$ cat config.mk
export PLATFORM = sky130hd
export DESIGN_NAME = gdc_decoder
export DESIGN_NICKNAME = d
export VERILOG_FILES = /design/src/inc/gdc_pkg.sv /design/src/design/gdc_decoder.sv
export SDC_FILE = /design/constraint.sdc
export NUM_CORES = 1
export LEC_CHECK = 0
export BUFFER_PORTS_ARGS = -buffer_cell sky130_fd_sc_hd__buf_2
export CAP_MARGIN = 20
export CORE_UTILIZATION = 27
export DETAILED_ROUTE_END_ITERATION = 8
export GPL_TIMING_DRIVEN = 0
export SLEW_MARGIN = 0
export SYNTH_ARGS = -nofsm -noshare
export SYNTH_HDL_FRONTEND = slang
export SYNTH_SLANG_ARGS = --single-unit
$ cat constraint.sdc
create_clock -name mclk_i -period 2.1 [get_ports mclk_i]
set_clock_uncertainty 0.1 [all_clocks]
set_input_delay 0.21 -clock mclk_i [delete_from_list [all_inputs] [get_ports mclk_i]]
set_output_delay 0.21 -clock mclk_i [all_outputs]
set_load 0.01 [all_outputs]
$ cat src/inc/gdc_pkg.sv
package gdc_pkg;

	// ----------------------------------------
	// Bus line bundle, true levels after inversion
	// ----------------------------------------
	typedef struct packed {
		logic atn;
		logic ifc;
		logic ren;
		logic eoi;
		logic dav;
		logic [7:0] dio;
	} gdc_lines_s;

	localparam int GDC_LINE_W = 13;

	// ----------------------------------------
	// Acceptor handshake states
	// ----------------------------------------
	typedef enum logic [0:0] {
		GDC_HS_WAIT = 1'b0,
		GDC_HS_HOLD = 1'b1
	} gdc_hs_e;

	// ----------------------------------------
	// Decoded interface state bundle
	// ----------------------------------------
	typedef struct packed {
		logic remote;
		logic lockout;
		logic listener;
		logic talker;
		logic serial_poll;
	} gdc_state_s;

	localparam gdc_state_s GDC_STATE_RST = '{default: 1'b0};
	localparam gdc_lines_s GDC_LINES_RST = '{default: 1'b0};
	localparam logic [7:0] GDC_BYTE_RST = 8'h00;

	// ----------------------------------------
	// Command byte layout: group in bits 6:5
	// ----------------------------------------
	localparam int GDC_GRP_HI = 6;
	localparam int GDC_GRP_LO = 5;
	localparam logic [1:0] GDC_GRP_CMD = 2'h0;
	localparam logic [1:0] GDC_GRP_LAG = 2'h1;
	localparam logic [1:0] GDC_GRP_TAG = 2'h2;
	localparam logic [1:0] GDC_GRP_SCG = 2'h3;
	localparam logic [6:0] GDC_LAG_BASE = 7'h20;
	localparam logic [6:0] GDC_TAG_BASE = 7'h40;
	localparam logic [4:0] GDC_ADDR_MAX = 5'h1e;

	// ----------------------------------------
	// Multiline command codes
	// ----------------------------------------
	localparam logic [6:0] GDC_CMD_GTL = 7'h01;
	localparam logic [6:0] GDC_CMD_SDC = 7'h04;
	localparam logic [6:0] GDC_CMD_GET = 7'h08;
	localparam logic [6:0] GDC_CMD_LLO = 7'h11;
	localparam logic [6:0] GDC_CMD_DCL = 7'h14;
	localparam logic [6:0] GDC_CMD_SPE = 7'h18;
	localparam logic [6:0] GDC_CMD_SPD = 7'h19;
	localparam logic [6:0] GDC_CMD_UNL = 7'h3f;
	localparam logic [6:0] GDC_CMD_UNT = 7'h5f;

endpackage

$ cat src/design/gdc_decoder.sv
`timescale 1ns/100ps
// What this block does
// - Uniline lines are true when driven low.
// - ATN true: bytes are commands or addresses.
// - ATN false: bytes go to command parser when listen addressed.
// - REN true puts device remote, optional lockout.
// - Byte carrying EOI ends the message.
// - IFC idles talker and listener at once.
// - Device drives SRQ when it needs service.
// - Universal commands act without addressing.
// - Local lockout disables front panel operation.
// - Device clear returns device to defaults.
// - Serial poll enable enters serial poll mode.
// - Serial poll disable leaves serial poll mode.
// - Addressed commands need own listen address first.
// - Selective clear acts only when listen addressed.
// - Go to local when addressed restores local.
// - Group trigger when addressed starts triggered action.
// - Listen byte is address OR 20 hex.
// - Talk byte is address OR 40 hex.
// - Secondary group bytes change nothing here.
// - Unlisten drops listener, untalk drops talker.
// - Primary address valid from 0 to 30.
// - DIO1 is bit zero, DIO8 bit seven.
// - Listener paces with NRFD and NDAC.
module gdc_decoder
	import gdc_pkg::*;
(
	// Clock and reset
	input wire logic mclk_i,
	input wire logic reset_i,
	// Bus lines in, active low
	input wire logic atn_n_i,
	input wire logic ifc_n_i,
	input wire logic ren_n_i,
	input wire logic eoi_n_i,
	input wire logic dav_n_i,
	input wire logic [7:0] dio_n_i,
	// Acceptor handshake lines out, open drain
	input wire logic nrfd_n_i,
	output logic nrfd_n_o,
	output logic nrfd_oe_n_o,
	input wire logic ndac_n_i,
	output logic ndac_n_o,
	output logic ndac_oe_n_o,
	// Service request line, open drain
	input wire logic srq_n_i,
	output logic srq_n_o,
	output logic srq_oe_n_o,
	// Instrument side configuration
	input wire logic [4:0] primary_addr_i,
	input wire logic ren_lockout_cfg_i,
	input wire logic srq_request_i,
	// Interface state
	output logic remote_o,
	output logic lockout_o,
	output logic listener_o,
	output logic talker_o,
	output logic serial_poll_o,
	// Events to instrument
	output logic dev_clear_o,
	output logic trigger_o,
	// Device-dependent data stream
	output logic [7:0] data_o,
	output logic data_valid_o,
	output logic data_last_o
);

	// ----------------------------------------
	// Input synchronisers and agreement filter
	// ----------------------------------------
	logic [GDC_LINE_W-1:0] pins_raw;
	logic [GDC_LINE_W-1:0] sync1_reg;
	logic [GDC_LINE_W-1:0] sync2_reg;
	logic [GDC_LINE_W-1:0] sync3_reg;
	logic [GDC_LINE_W-1:0] flt_reg;
	gdc_lines_s lines;

	// Invert to true levels: low on the wire is true
	assign pins_raw = ~{atn_n_i, ifc_n_i, ren_n_i, eoi_n_i, dav_n_i, dio_n_i};

	// Three stage shift of the raw lines
	always_ff @(posedge mclk_i)
	begin
		if (reset_i)
		begin
			sync1_reg <= GDC_LINES_RST;
			sync2_reg <= GDC_LINES_RST;
			sync3_reg <= GDC_LINES_RST;
		end
		else
		begin
			sync1_reg <= pins_raw;
			sync2_reg <= sync1_reg;
			sync3_reg <= sync2_reg;
		end
	end

	// Each bit changes once stages two and three agree
	genvar gi;
	generate
		for (gi = 0; gi < GDC_LINE_W; gi++)
		begin : g_flt
			always_ff @(posedge mclk_i)
			begin
				if (reset_i)
					flt_reg[gi] <= 1'b0;
				else if (sync2_reg[gi] == sync3_reg[gi])
					flt_reg[gi] <= sync3_reg[gi];
			end
		end
	endgenerate

	assign lines = gdc_lines_s'(flt_reg);

	// ----------------------------------------
	// Acceptor handshake
	// ----------------------------------------
	gdc_hs_e hs_reg;
	logic nrfd_oe_n_reg;
	logic ndac_oe_n_reg;
	logic drive_lvl_reg;
	logic take_byte;
	logic participate;
	gdc_state_s st_reg;

	// Take part under ATN or when addressed to listen
	assign participate = lines.atn | st_reg.listener;
	assign take_byte = (hs_reg == GDC_HS_WAIT) && lines.dav && participate;

	// Wait: NDAC held while taking part, NRFD free. Hold: NRFD held, NDAC free
	always_ff @(posedge mclk_i)
	begin
		if (reset_i)
		begin
			hs_reg <= GDC_HS_WAIT;
			nrfd_oe_n_reg <= 1'b1;
			ndac_oe_n_reg <= 1'b1;
		end
		else
		begin
			case (hs_reg)
				GDC_HS_WAIT:
				begin
					nrfd_oe_n_reg <= 1'b1;
					ndac_oe_n_reg <= ~participate;
					if (take_byte)
					begin
						hs_reg <= GDC_HS_HOLD;
						nrfd_oe_n_reg <= 1'b0;
						ndac_oe_n_reg <= 1'b1;
					end
				end
				GDC_HS_HOLD:
				begin
					if (!lines.dav)
					begin
						hs_reg <= GDC_HS_WAIT;
						nrfd_oe_n_reg <= 1'b1;
						ndac_oe_n_reg <= ~participate;
					end
				end
				default:
				begin
					hs_reg <= GDC_HS_WAIT;
				end
			endcase
		end
	end

	// Driven level of every open drain output is low
	always_ff @(posedge mclk_i)
	begin
		drive_lvl_reg <= 1'b0;
	end

	// ----------------------------------------
	// Command classification
	// ----------------------------------------
	logic [6:0] cmd;
	logic [1:0] grp;
	logic addr_ok;
	logic cmd_stb;
	logic own_lag;
	logic own_tag;
	logic other_tag;
	logic addressed_cmd;

	// Commands only while ATN is true; DIO8 ignored
	assign cmd = lines.dio[6:0];
	assign grp = cmd[GDC_GRP_HI:GDC_GRP_LO];
	assign cmd_stb = take_byte && lines.atn;
	assign addr_ok = (primary_addr_i <= GDC_ADDR_MAX);
	assign own_lag = addr_ok && (cmd == (GDC_LAG_BASE | {2'h0, primary_addr_i}));
	assign own_tag = addr_ok && (cmd == (GDC_TAG_BASE | {2'h0, primary_addr_i}));
	assign other_tag = (grp == GDC_GRP_TAG) && !own_tag && (cmd != GDC_CMD_UNT);
	assign addressed_cmd = cmd_stb && st_reg.listener;

	// ----------------------------------------
	// Addressing state
	// ----------------------------------------
	// IFC wins over any byte; secondary group bytes fall through untouched
	always_ff @(posedge mclk_i)
	begin
		if (reset_i)
		begin
			st_reg.listener <= 1'b0;
			st_reg.talker <= 1'b0;
		end
		else if (lines.ifc)
		begin
			st_reg.listener <= 1'b0;
			st_reg.talker <= 1'b0;
		end
		else if (cmd_stb && (grp != GDC_GRP_SCG))
		begin
			if (cmd == GDC_CMD_UNL)
				st_reg.listener <= 1'b0;
			else if (own_lag)
				st_reg.listener <= 1'b1;
			if (cmd == GDC_CMD_UNT)
				st_reg.talker <= 1'b0;
			else if (own_tag)
				st_reg.talker <= 1'b1;
			else if (other_tag)
				st_reg.talker <= 1'b0;
		end
	end

	// ----------------------------------------
	// Remote, lockout and serial poll
	// ----------------------------------------
	logic ren_prev_reg;

	// Previous filtered REN, to find its rising edge
	always_ff @(posedge mclk_i)
	begin
		if (reset_i)
			ren_prev_reg <= 1'b0;
		else
			ren_prev_reg <= lines.ren;
	end

	// Remote on REN rise or own listen address; go to local holds local
	always_ff @(posedge mclk_i)
	begin
		if (reset_i)
			st_reg.remote <= 1'b0;
		else if (!lines.ren)
			st_reg.remote <= 1'b0;
		else if (addressed_cmd && (cmd == GDC_CMD_GTL))
			st_reg.remote <= 1'b0;
		else if (!ren_prev_reg || (cmd_stb && own_lag))
			st_reg.remote <= 1'b1;
	end

	// Lockout from LLO or from REN when so configured
	always_ff @(posedge mclk_i)
	begin
		if (reset_i)
			st_reg.lockout <= 1'b0;
		else if (!lines.ren)
			st_reg.lockout <= 1'b0;
		else if (addressed_cmd && (cmd == GDC_CMD_GTL))
			st_reg.lockout <= 1'b0;
		else if (cmd_stb && (cmd == GDC_CMD_LLO))
			st_reg.lockout <= 1'b1;
		else if (ren_lockout_cfg_i && !ren_prev_reg)
			st_reg.lockout <= 1'b1;
	end

	// Serial poll mode, universal so no address check
	always_ff @(posedge mclk_i)
	begin
		if (reset_i)
			st_reg.serial_poll <= 1'b0;
		else if (cmd_stb && (cmd == GDC_CMD_SPE))
			st_reg.serial_poll <= 1'b1;
		else if (cmd_stb && (cmd == GDC_CMD_SPD))
			st_reg.serial_poll <= 1'b0;
	end

	// ----------------------------------------
	// Clear and trigger pulses
	// ----------------------------------------
	logic dev_clear_reg;
	logic trigger_reg;

	// One cycle pulses to the instrument
	always_ff @(posedge mclk_i)
	begin
		if (reset_i)
		begin
			dev_clear_reg <= 1'b0;
			trigger_reg <= 1'b0;
		end
		else
		begin
			dev_clear_reg <= (cmd_stb && (cmd == GDC_CMD_DCL))
				|| (addressed_cmd && (cmd == GDC_CMD_SDC));
			trigger_reg <= addressed_cmd && (cmd == GDC_CMD_GET);
		end
	end

	// ----------------------------------------
	// Device-dependent data path
	// ----------------------------------------
	logic [7:0] data_reg;
	logic data_valid_reg;
	logic data_last_reg;

	// Bytes with ATN false go to the parser, EOI marks the last
	always_ff @(posedge mclk_i)
	begin
		if (reset_i)
		begin
			data_reg <= GDC_BYTE_RST;
			data_valid_reg <= 1'b0;
			data_last_reg <= 1'b0;
		end
		else
		begin
			data_valid_reg <= take_byte && !lines.atn;
			if (take_byte && !lines.atn)
			begin
				data_reg <= lines.dio;
				data_last_reg <= lines.eoi;
			end
		end
	end

	// ----------------------------------------
	// Service request
	// ----------------------------------------
	logic srq_oe_n_reg;

	// Pull SRQ low while the instrument asks for service
	always_ff @(posedge mclk_i)
	begin
		if (reset_i)
			srq_oe_n_reg <= 1'b1;
		else
			srq_oe_n_reg <= ~srq_request_i;
	end

	// ----------------------------------------
	// Output assignments
	// ----------------------------------------
	assign nrfd_n_o = drive_lvl_reg;
	assign nrfd_oe_n_o = nrfd_oe_n_reg;
	assign ndac_n_o = drive_lvl_reg;
	assign ndac_oe_n_o = ndac_oe_n_reg;
	assign srq_n_o = drive_lvl_reg;
	assign srq_oe_n_o = srq_oe_n_reg;
	assign remote_o = st_reg.remote;
	assign lockout_o = st_reg.lockout;
	assign listener_o = st_reg.listener;
	assign talker_o = st_reg.talker;
	assign serial_poll_o = st_reg.serial_poll;
	assign dev_clear_o = dev_clear_reg;
	assign trigger_o = trigger_reg;
	assign data_o = data_reg;
	assign data_valid_o = data_valid_reg;
	assign data_last_o = data_last_reg;

	// ----------------------------------------
	// Assertions
	// ----------------------------------------
	chk_ifc_idles_roles: assert property (@(posedge mclk_i) disable iff (reset_i)
		lines.ifc |=> !listener_o && !talker_o)
		else $error("IFC did not idle talker and listener");

	chk_listen_addr_set: assert property (@(posedge mclk_i) disable iff (reset_i)
		cmd_stb && !lines.ifc && own_lag |=> listener_o)
		else $error("Own listen address not taken");

	chk_talk_addr_set: assert property (@(posedge mclk_i) disable iff (reset_i)
		cmd_stb && !lines.ifc && own_tag |=> talker_o)
		else $error("Own talk address not taken");

	chk_data_no_atn: assert property (@(posedge mclk_i) disable iff (reset_i)
		data_valid_o |-> $past(take_byte) && !$past(lines.atn) && data_o == $past(lines.dio))
		else $error("Data byte passed without matching ATN false byte");

	chk_cmd_not_data: assert property (@(posedge mclk_i) disable iff (reset_i)
		cmd_stb |=> !data_valid_o)
		else $error("Command byte leaked to data stream");

	chk_clear_cause: assert property (@(posedge mclk_i) disable iff (reset_i)
		dev_clear_o |-> $past(cmd_stb) && ($past(cmd) == GDC_CMD_DCL
			|| ($past(cmd) == GDC_CMD_SDC && $past(st_reg.listener))))
		else $error("Device clear without DCL or addressed SDC");

	chk_ren_local: assert property (@(posedge mclk_i) disable iff (reset_i)
		!lines.ren |=> !remote_o && !lockout_o)
		else $error("Remote held without REN");

	chk_srq_drive: assert property (@(posedge mclk_i) disable iff (reset_i)
		srq_request_i |=> !srq_oe_n_o)
		else $error("SRQ not driven on request");

	chk_srq_release: assert property (@(posedge mclk_i) disable iff (reset_i)
		!srq_request_i |=> srq_oe_n_o)
		else $error("SRQ held without request");

	chk_gtl_local: assert property (@(posedge mclk_i) disable iff (reset_i)
		addressed_cmd && cmd == GDC_CMD_GTL |=> !remote_o && !lockout_o)
		else $error("Go to local did not return to local");

	chk_local_holds: assert property (@(posedge mclk_i) disable iff (reset_i)
		!remote_o && lines.ren && ren_prev_reg && !(cmd_stb && own_lag) |=> !remote_o)
		else $error("Remote entered without REN rise or listen address");

	chk_secondary_still: assert property (@(posedge mclk_i) disable iff (reset_i)
		cmd_stb && !lines.ifc && grp == GDC_GRP_SCG |=> $stable(listener_o) && $stable(talker_o))
		else $error("Secondary byte changed addressing");

	chk_trigger_addr: assert property (@(posedge mclk_i) disable iff (reset_i)
		trigger_o |-> $past(st_reg.listener) && $past(cmd) == GDC_CMD_GET && $past(cmd_stb))
		else $error("Trigger without addressed GET");

	chk_other_talker: assert property (@(posedge mclk_i) disable iff (reset_i)
		cmd_stb && other_tag && grp != GDC_GRP_SCG |=> !talker_o)
		else $error("Talker kept after other talk address");

	chk_hs_accept: assert property (@(posedge mclk_i) disable iff (reset_i)
		take_byte |=> !nrfd_oe_n_o && ndac_oe_n_o && hs_reg == GDC_HS_HOLD)
		else $error("Handshake did not hold NRFD after taking byte");

endmodule

After elaboration in Yosys (flattened, before gate mapping)
Index checks and enable logic that the tools add are counted.
Widths: inputs -> output; s select.

cells by class
  order comparisons = 1
  equal/unequal tests = 28
  multiplexer cells = 18
  bitwise operators = 6
  reductions and logical operators = 32

operators by type and width
  operator            number
  $eq 7x5->1 const B  4
  $logic_and 1x1->1   19
  $mux 1              15
  $eq 1x1->1          13
  $not 13->13         1
  $eq 7x1->1 const B  1
  $eq 7x3->1 const B  1
  $eq 7x4->1 const B  1
  $eq 7x6->1          1
  $eq 7x6->1 const B  1
  $eq 7x7->1          1
  $eq 7x7->1 const B  1
  $ne 7x7->1 const B  1
  $pmux 1 s2          3
  $reduce_bool 2->1   3
  $le 5x5->1 const B  1
  $ne 2x2->1 const B  2
  $not 1->1           4
  $reduce_and 2->1    2
  $logic_not 1->1     3
  $reduce_bool 3->1   1
  $reduce_or 3->1     1
  $eq 2x2->1 const B  1
  $logic_or 1x1->1    2
  2 further kinds     2

storage, ports and cells
  register bits after elaboration = 74
  bits of input ports = 25
  output and inout port bits = 23
  logic and storage cells = 116

Depth between registers and ports, before layout
  depth in word-level cells = 8
  mapped depth = 5
  mapped depth without buffers = 4

Worst setup path after synthesis
Ideal clock, no wire load.

  path kind = register to register
  start point = register st_reg (netlist bit listener_o)
  end point = register data_last_reg (netlist: data_last_o)
  setup time = 0.132 ns
  arrival time = 1.332 ns
  required time = 1.868 ns
  setup slack = 0.536 ns
  stages on the path, launching flop included = 6
  path buffers = 1
  clock period less this slack = 1.564 ns
  cells stage by stage = dfxtp_1 > inv_2 > or4b_1 > buf_6 > nand2_1 > a21oi_1

between the ends
  cells in the longest elaborated chain, start to end = 3

RTL lines
  item                    line                text
  start: declaration      gdc_decoder.sv:125  gdc_state_s st_reg;
  $or 1x1->1              gdc_decoder.sv:128  assign participate = lines.atn | st_reg.listener;
  $logic_and 1x1->1       gdc_decoder.sv:129  assign take_byte = (hs_reg == GDC_HS_WAIT) && lines.dav && participate;
  $logic_and 1x1->1       gdc_decoder.sv:324  if (take_byte && !lines.atn)
  end signal: assignment  gdc_decoder.sv:327  data_last_reg <= lines.eoi;
  end: declaration        gdc_decoder.sv:310  logic data_last_reg;

Every way passes these cells.
A chain may end at the register's enable or synchronous reset.

Worst setup path after layout
  start point = register st_reg (netlist bit listener_o)
  end point = register data_reg[3] (netlist: data_o[3])

between the ends
  cells in the longest elaborated chain, start to end = 3

RTL lines
  item                    line                text
  $or 1x1->1              gdc_decoder.sv:128
  $logic_and 1x1->1       gdc_decoder.sv:129
  $logic_and 1x1->1       gdc_decoder.sv:324
  end signal: assignment  gdc_decoder.sv:326  data_reg <= lines.dio;
  end: declaration        gdc_decoder.sv:308  logic [7:0] data_reg;

Every way passes these cells.

==> results.md <==
* Status: finished clean
* Number of max-cap violations at 0
* RSZ-0062 raised after global routing: false
* Clk sink count at 74
* CTS Root Cell: clkbuf_8
* Setup TNS at 0 ns
* Post-CTS Hold Buffers at 14
* Leading cell types by count after synthesis: dfxtp_1, nand2_1, nor2b_1
* Actual slew at the worst max-slew pin at 0.590 ns
* Hold depth at 2
* Final min period at 1.68 ns
* H-tree level count at 3
* Min-delay worst type: primary input to flip-flop
* Fin. max-slew vios at 0
* Worst-path clk slew at 0.07 ns
* Period utilization at 79.9%
* Slew headroom at 60.6%
* Crit path largest cell delay at 0.55 ns
* Cts repair resizes at 0
* Critical path fanouts, max at 10
* FF-to-FF End: data_o[3]$_SDFFE_PP0P_
* Global-route wire length before repair at 8150 µm
* CTS tree: done
* Area after DPL at 2800 µm²
* Synth cell types at 36
* Final Non-Filler Cells at 433
* Vias in the first global route at 1704
* EDFF count, synth at 0
* Final hold violation count at 0
* Worst VDD drop at 0.347 mV
* Most numerous cell in the Yosys netlist: dfxtp_1
* Hold endpoint: ren_prev_reg$_SDFF_PP0_
* Routability cong. at 0.761
* Tot GR Track Use at 11.2%
* # diodes at 0
* Post-synth top area cell: dfxtp_1
* Crit-path cells: inv_2 -> or4b_1 -> buf_6 -> nand2_1 -> a21oi_1
* Crit start category: flip-flop
* Grt total ovfl at 0
* Die ar. at 9470 µm²
* Vias at 1815
* Remaining DRCs at 0
* WL/cell at 11.0 µm
* PortBufs at 40
* Post-DR vias/cell at 4.19
* HPWL after DPL at 3390 µm
* Post-CTS setup buffers at 0
* Pwr/cell area at 869 nW/µm²
* Endpoint class of the critical path: flip-flop
* Clock Latency Late Sink at 0.35 ns
* Total iterations of the first detailed-routing run at 4
* Multi-input combinational cell area at 882 µm²
* CTS Buf Count at 9
* Initial antenna violation count at 0
* Core footprint at 8760 µm²
* CP arrival at 1.80 ns
* Reg2reg path depth at 5
* Fmax at 596 MHz
* Chip Width at 97.3 µm
* Synth warn at 0
* Final setup viols at 0
* Worst R2R Setup Slack at 0.42 ns
* CP required at 2.22 ns
* CP max-delay cell: or4b_1
* Layout Area Growth over Synthesis at 28.6%
* Fillers at 933
* Pleak at 0.00120 µW
* Min-Delay Startpoint: reset_i
* Ys flop type: dfxtp_1
* Avg Synthesized Cell Area at 9.69 µm²
* Num rows at 34
* Die Y at 97.3 µm
* Post-Syn Area at 2450 µm²
* Hold_ws at 0.173 ns
* Post-synth top area share at 60.4%
* Detailed-route wire length at 4780 µm
* Post-detailed-route count of antenna-violating nets at 0
* Critical path class: flip-flop to flip-flop
* CTS max path bufs at 2
* Initial Utilization at 28.0%
* Total design power at 2740 µW
* Final net count at 345
* Iter 0 DRT Violations at 41
* Worst reg2reg startpoint: listener_o$_SDFFE_PP0P_
* Post-synthesis sequential area ratio at 60.4%
* Synth area leaders: dfxtp_1, nor2b_1, nand2_1
* Synth Register Bits at 74
* Pin count of the biggest net entering global routing at 14
* Finished layout cell area at 3150 µm²
* # IOs at 48
* Post-Place Cells at 403
* Fraction of layout cells with a size suffix above 1 at 20.3%
* Sequential cell area at 1480 µm²
* Post-Synthesis Cells at 253
* Ys async rst share at 0%
## placed cells by master (no fill, tap or decap), drive strengths merged
master       instances
o221ai               1
o221a                2
nor3b                1
or4b                 1
a21oi               22
nand3                2
bufinv               2
clkinv               4
dfxtp               74
o21ai               16
xnor2                5
and2                 1
mux2i                1
dlygate4sd3         14
buf                 48
nor4b                1
nor4                 3
and4bb               1
a22oi                1
o211ai               1
nor2                20
conb                 3
o41ai                1
nand2b               6
nor3                 1
nor2b               29
nand3b               2
or2                  1
inv                  4
nand2               36
clkbuf              18
nand4                3
## stage by stage
step	worst slack (ns)	util, %
4_1_cts	0.416	36.0
6_report	0.422	36.0
3_3_place_gp	0.466	31.9
5_1_grt	0.354	36.0
3_5_place_dp	0.427	31.9
2_1_floorplan	0.536	-
## worst max-delay path by stage
stage                            start                  endpoint  slack [ns]  cells after the start
3_5_place_dp   listener_o$_SDFFE_PP0P_  data_last_o$_SDFFE_PP0P_        0.43                      5
5_1_grt        listener_o$_SDFFE_PP0P_  data_last_o$_SDFFE_PP0P_        0.35                      5
2_1_floorplan  listener_o$_SDFFE_PP0P_  data_last_o$_SDFFE_PP0P_        0.54                      5
4_1_cts        listener_o$_SDFFE_PP0P_  data_last_o$_SDFFE_PP0P_        0.42                      5
3_3_place_gp   listener_o$_SDFFE_PP0P_  data_last_o$_SDFFE_PP0P_        0.47                      5
6_report       listener_o$_SDFFE_PP0P_    data_o[3]$_SDFFE_PP0P_        0.42                      5
## power by group
group	internal (µW)	switching (µW)
Clock	673	520
Sequential	1430	11.8
Combinational	56.1	47.6
## logic make-up after synthesis
logic type	after synthesis	share of synthesized area [%]
AND/OR/NAND/NOR	108	23.3
flip-flops	74	60.4
AO/OA/AOI/OAI	44	10.0
buffers and inverters	20	3.93
XOR/XNOR	5	1.79
multiplexers	1	0.408
other	1	0.153
## layout make-up
type	instances	area share (%)
Sequential cell	74	47.0
Tap cell	108	4.28
Clock inverter	6	2.90
Timing Repair Buffer	54	10.8
Clock buffer	10	4.05
Inverter	4	0.476
Multi-Input combinational cell	161	28.0
Buffer	16	2.58
## critical path, delay by kind of cell (launching register included)
kind | cells | cell delay (ns)
simple gates | 2 | 0.62
flops | 1 | 0.49
buf+inv | 2 | 0.28
compound gates | 1 | 0.06
## layer usage
metal / global-route usage [%] / share of wire (%) / up-vias
met5: 0 / 0 / -
met3: 4.39 / 5.3 / 10
met1: 12.4 / 44 / 811
li1: - / - / 957
met4: 5.77 / 2.2 / 0
met2: 18.5 / 48 / 37
Power figures use the tool's default switching activity.
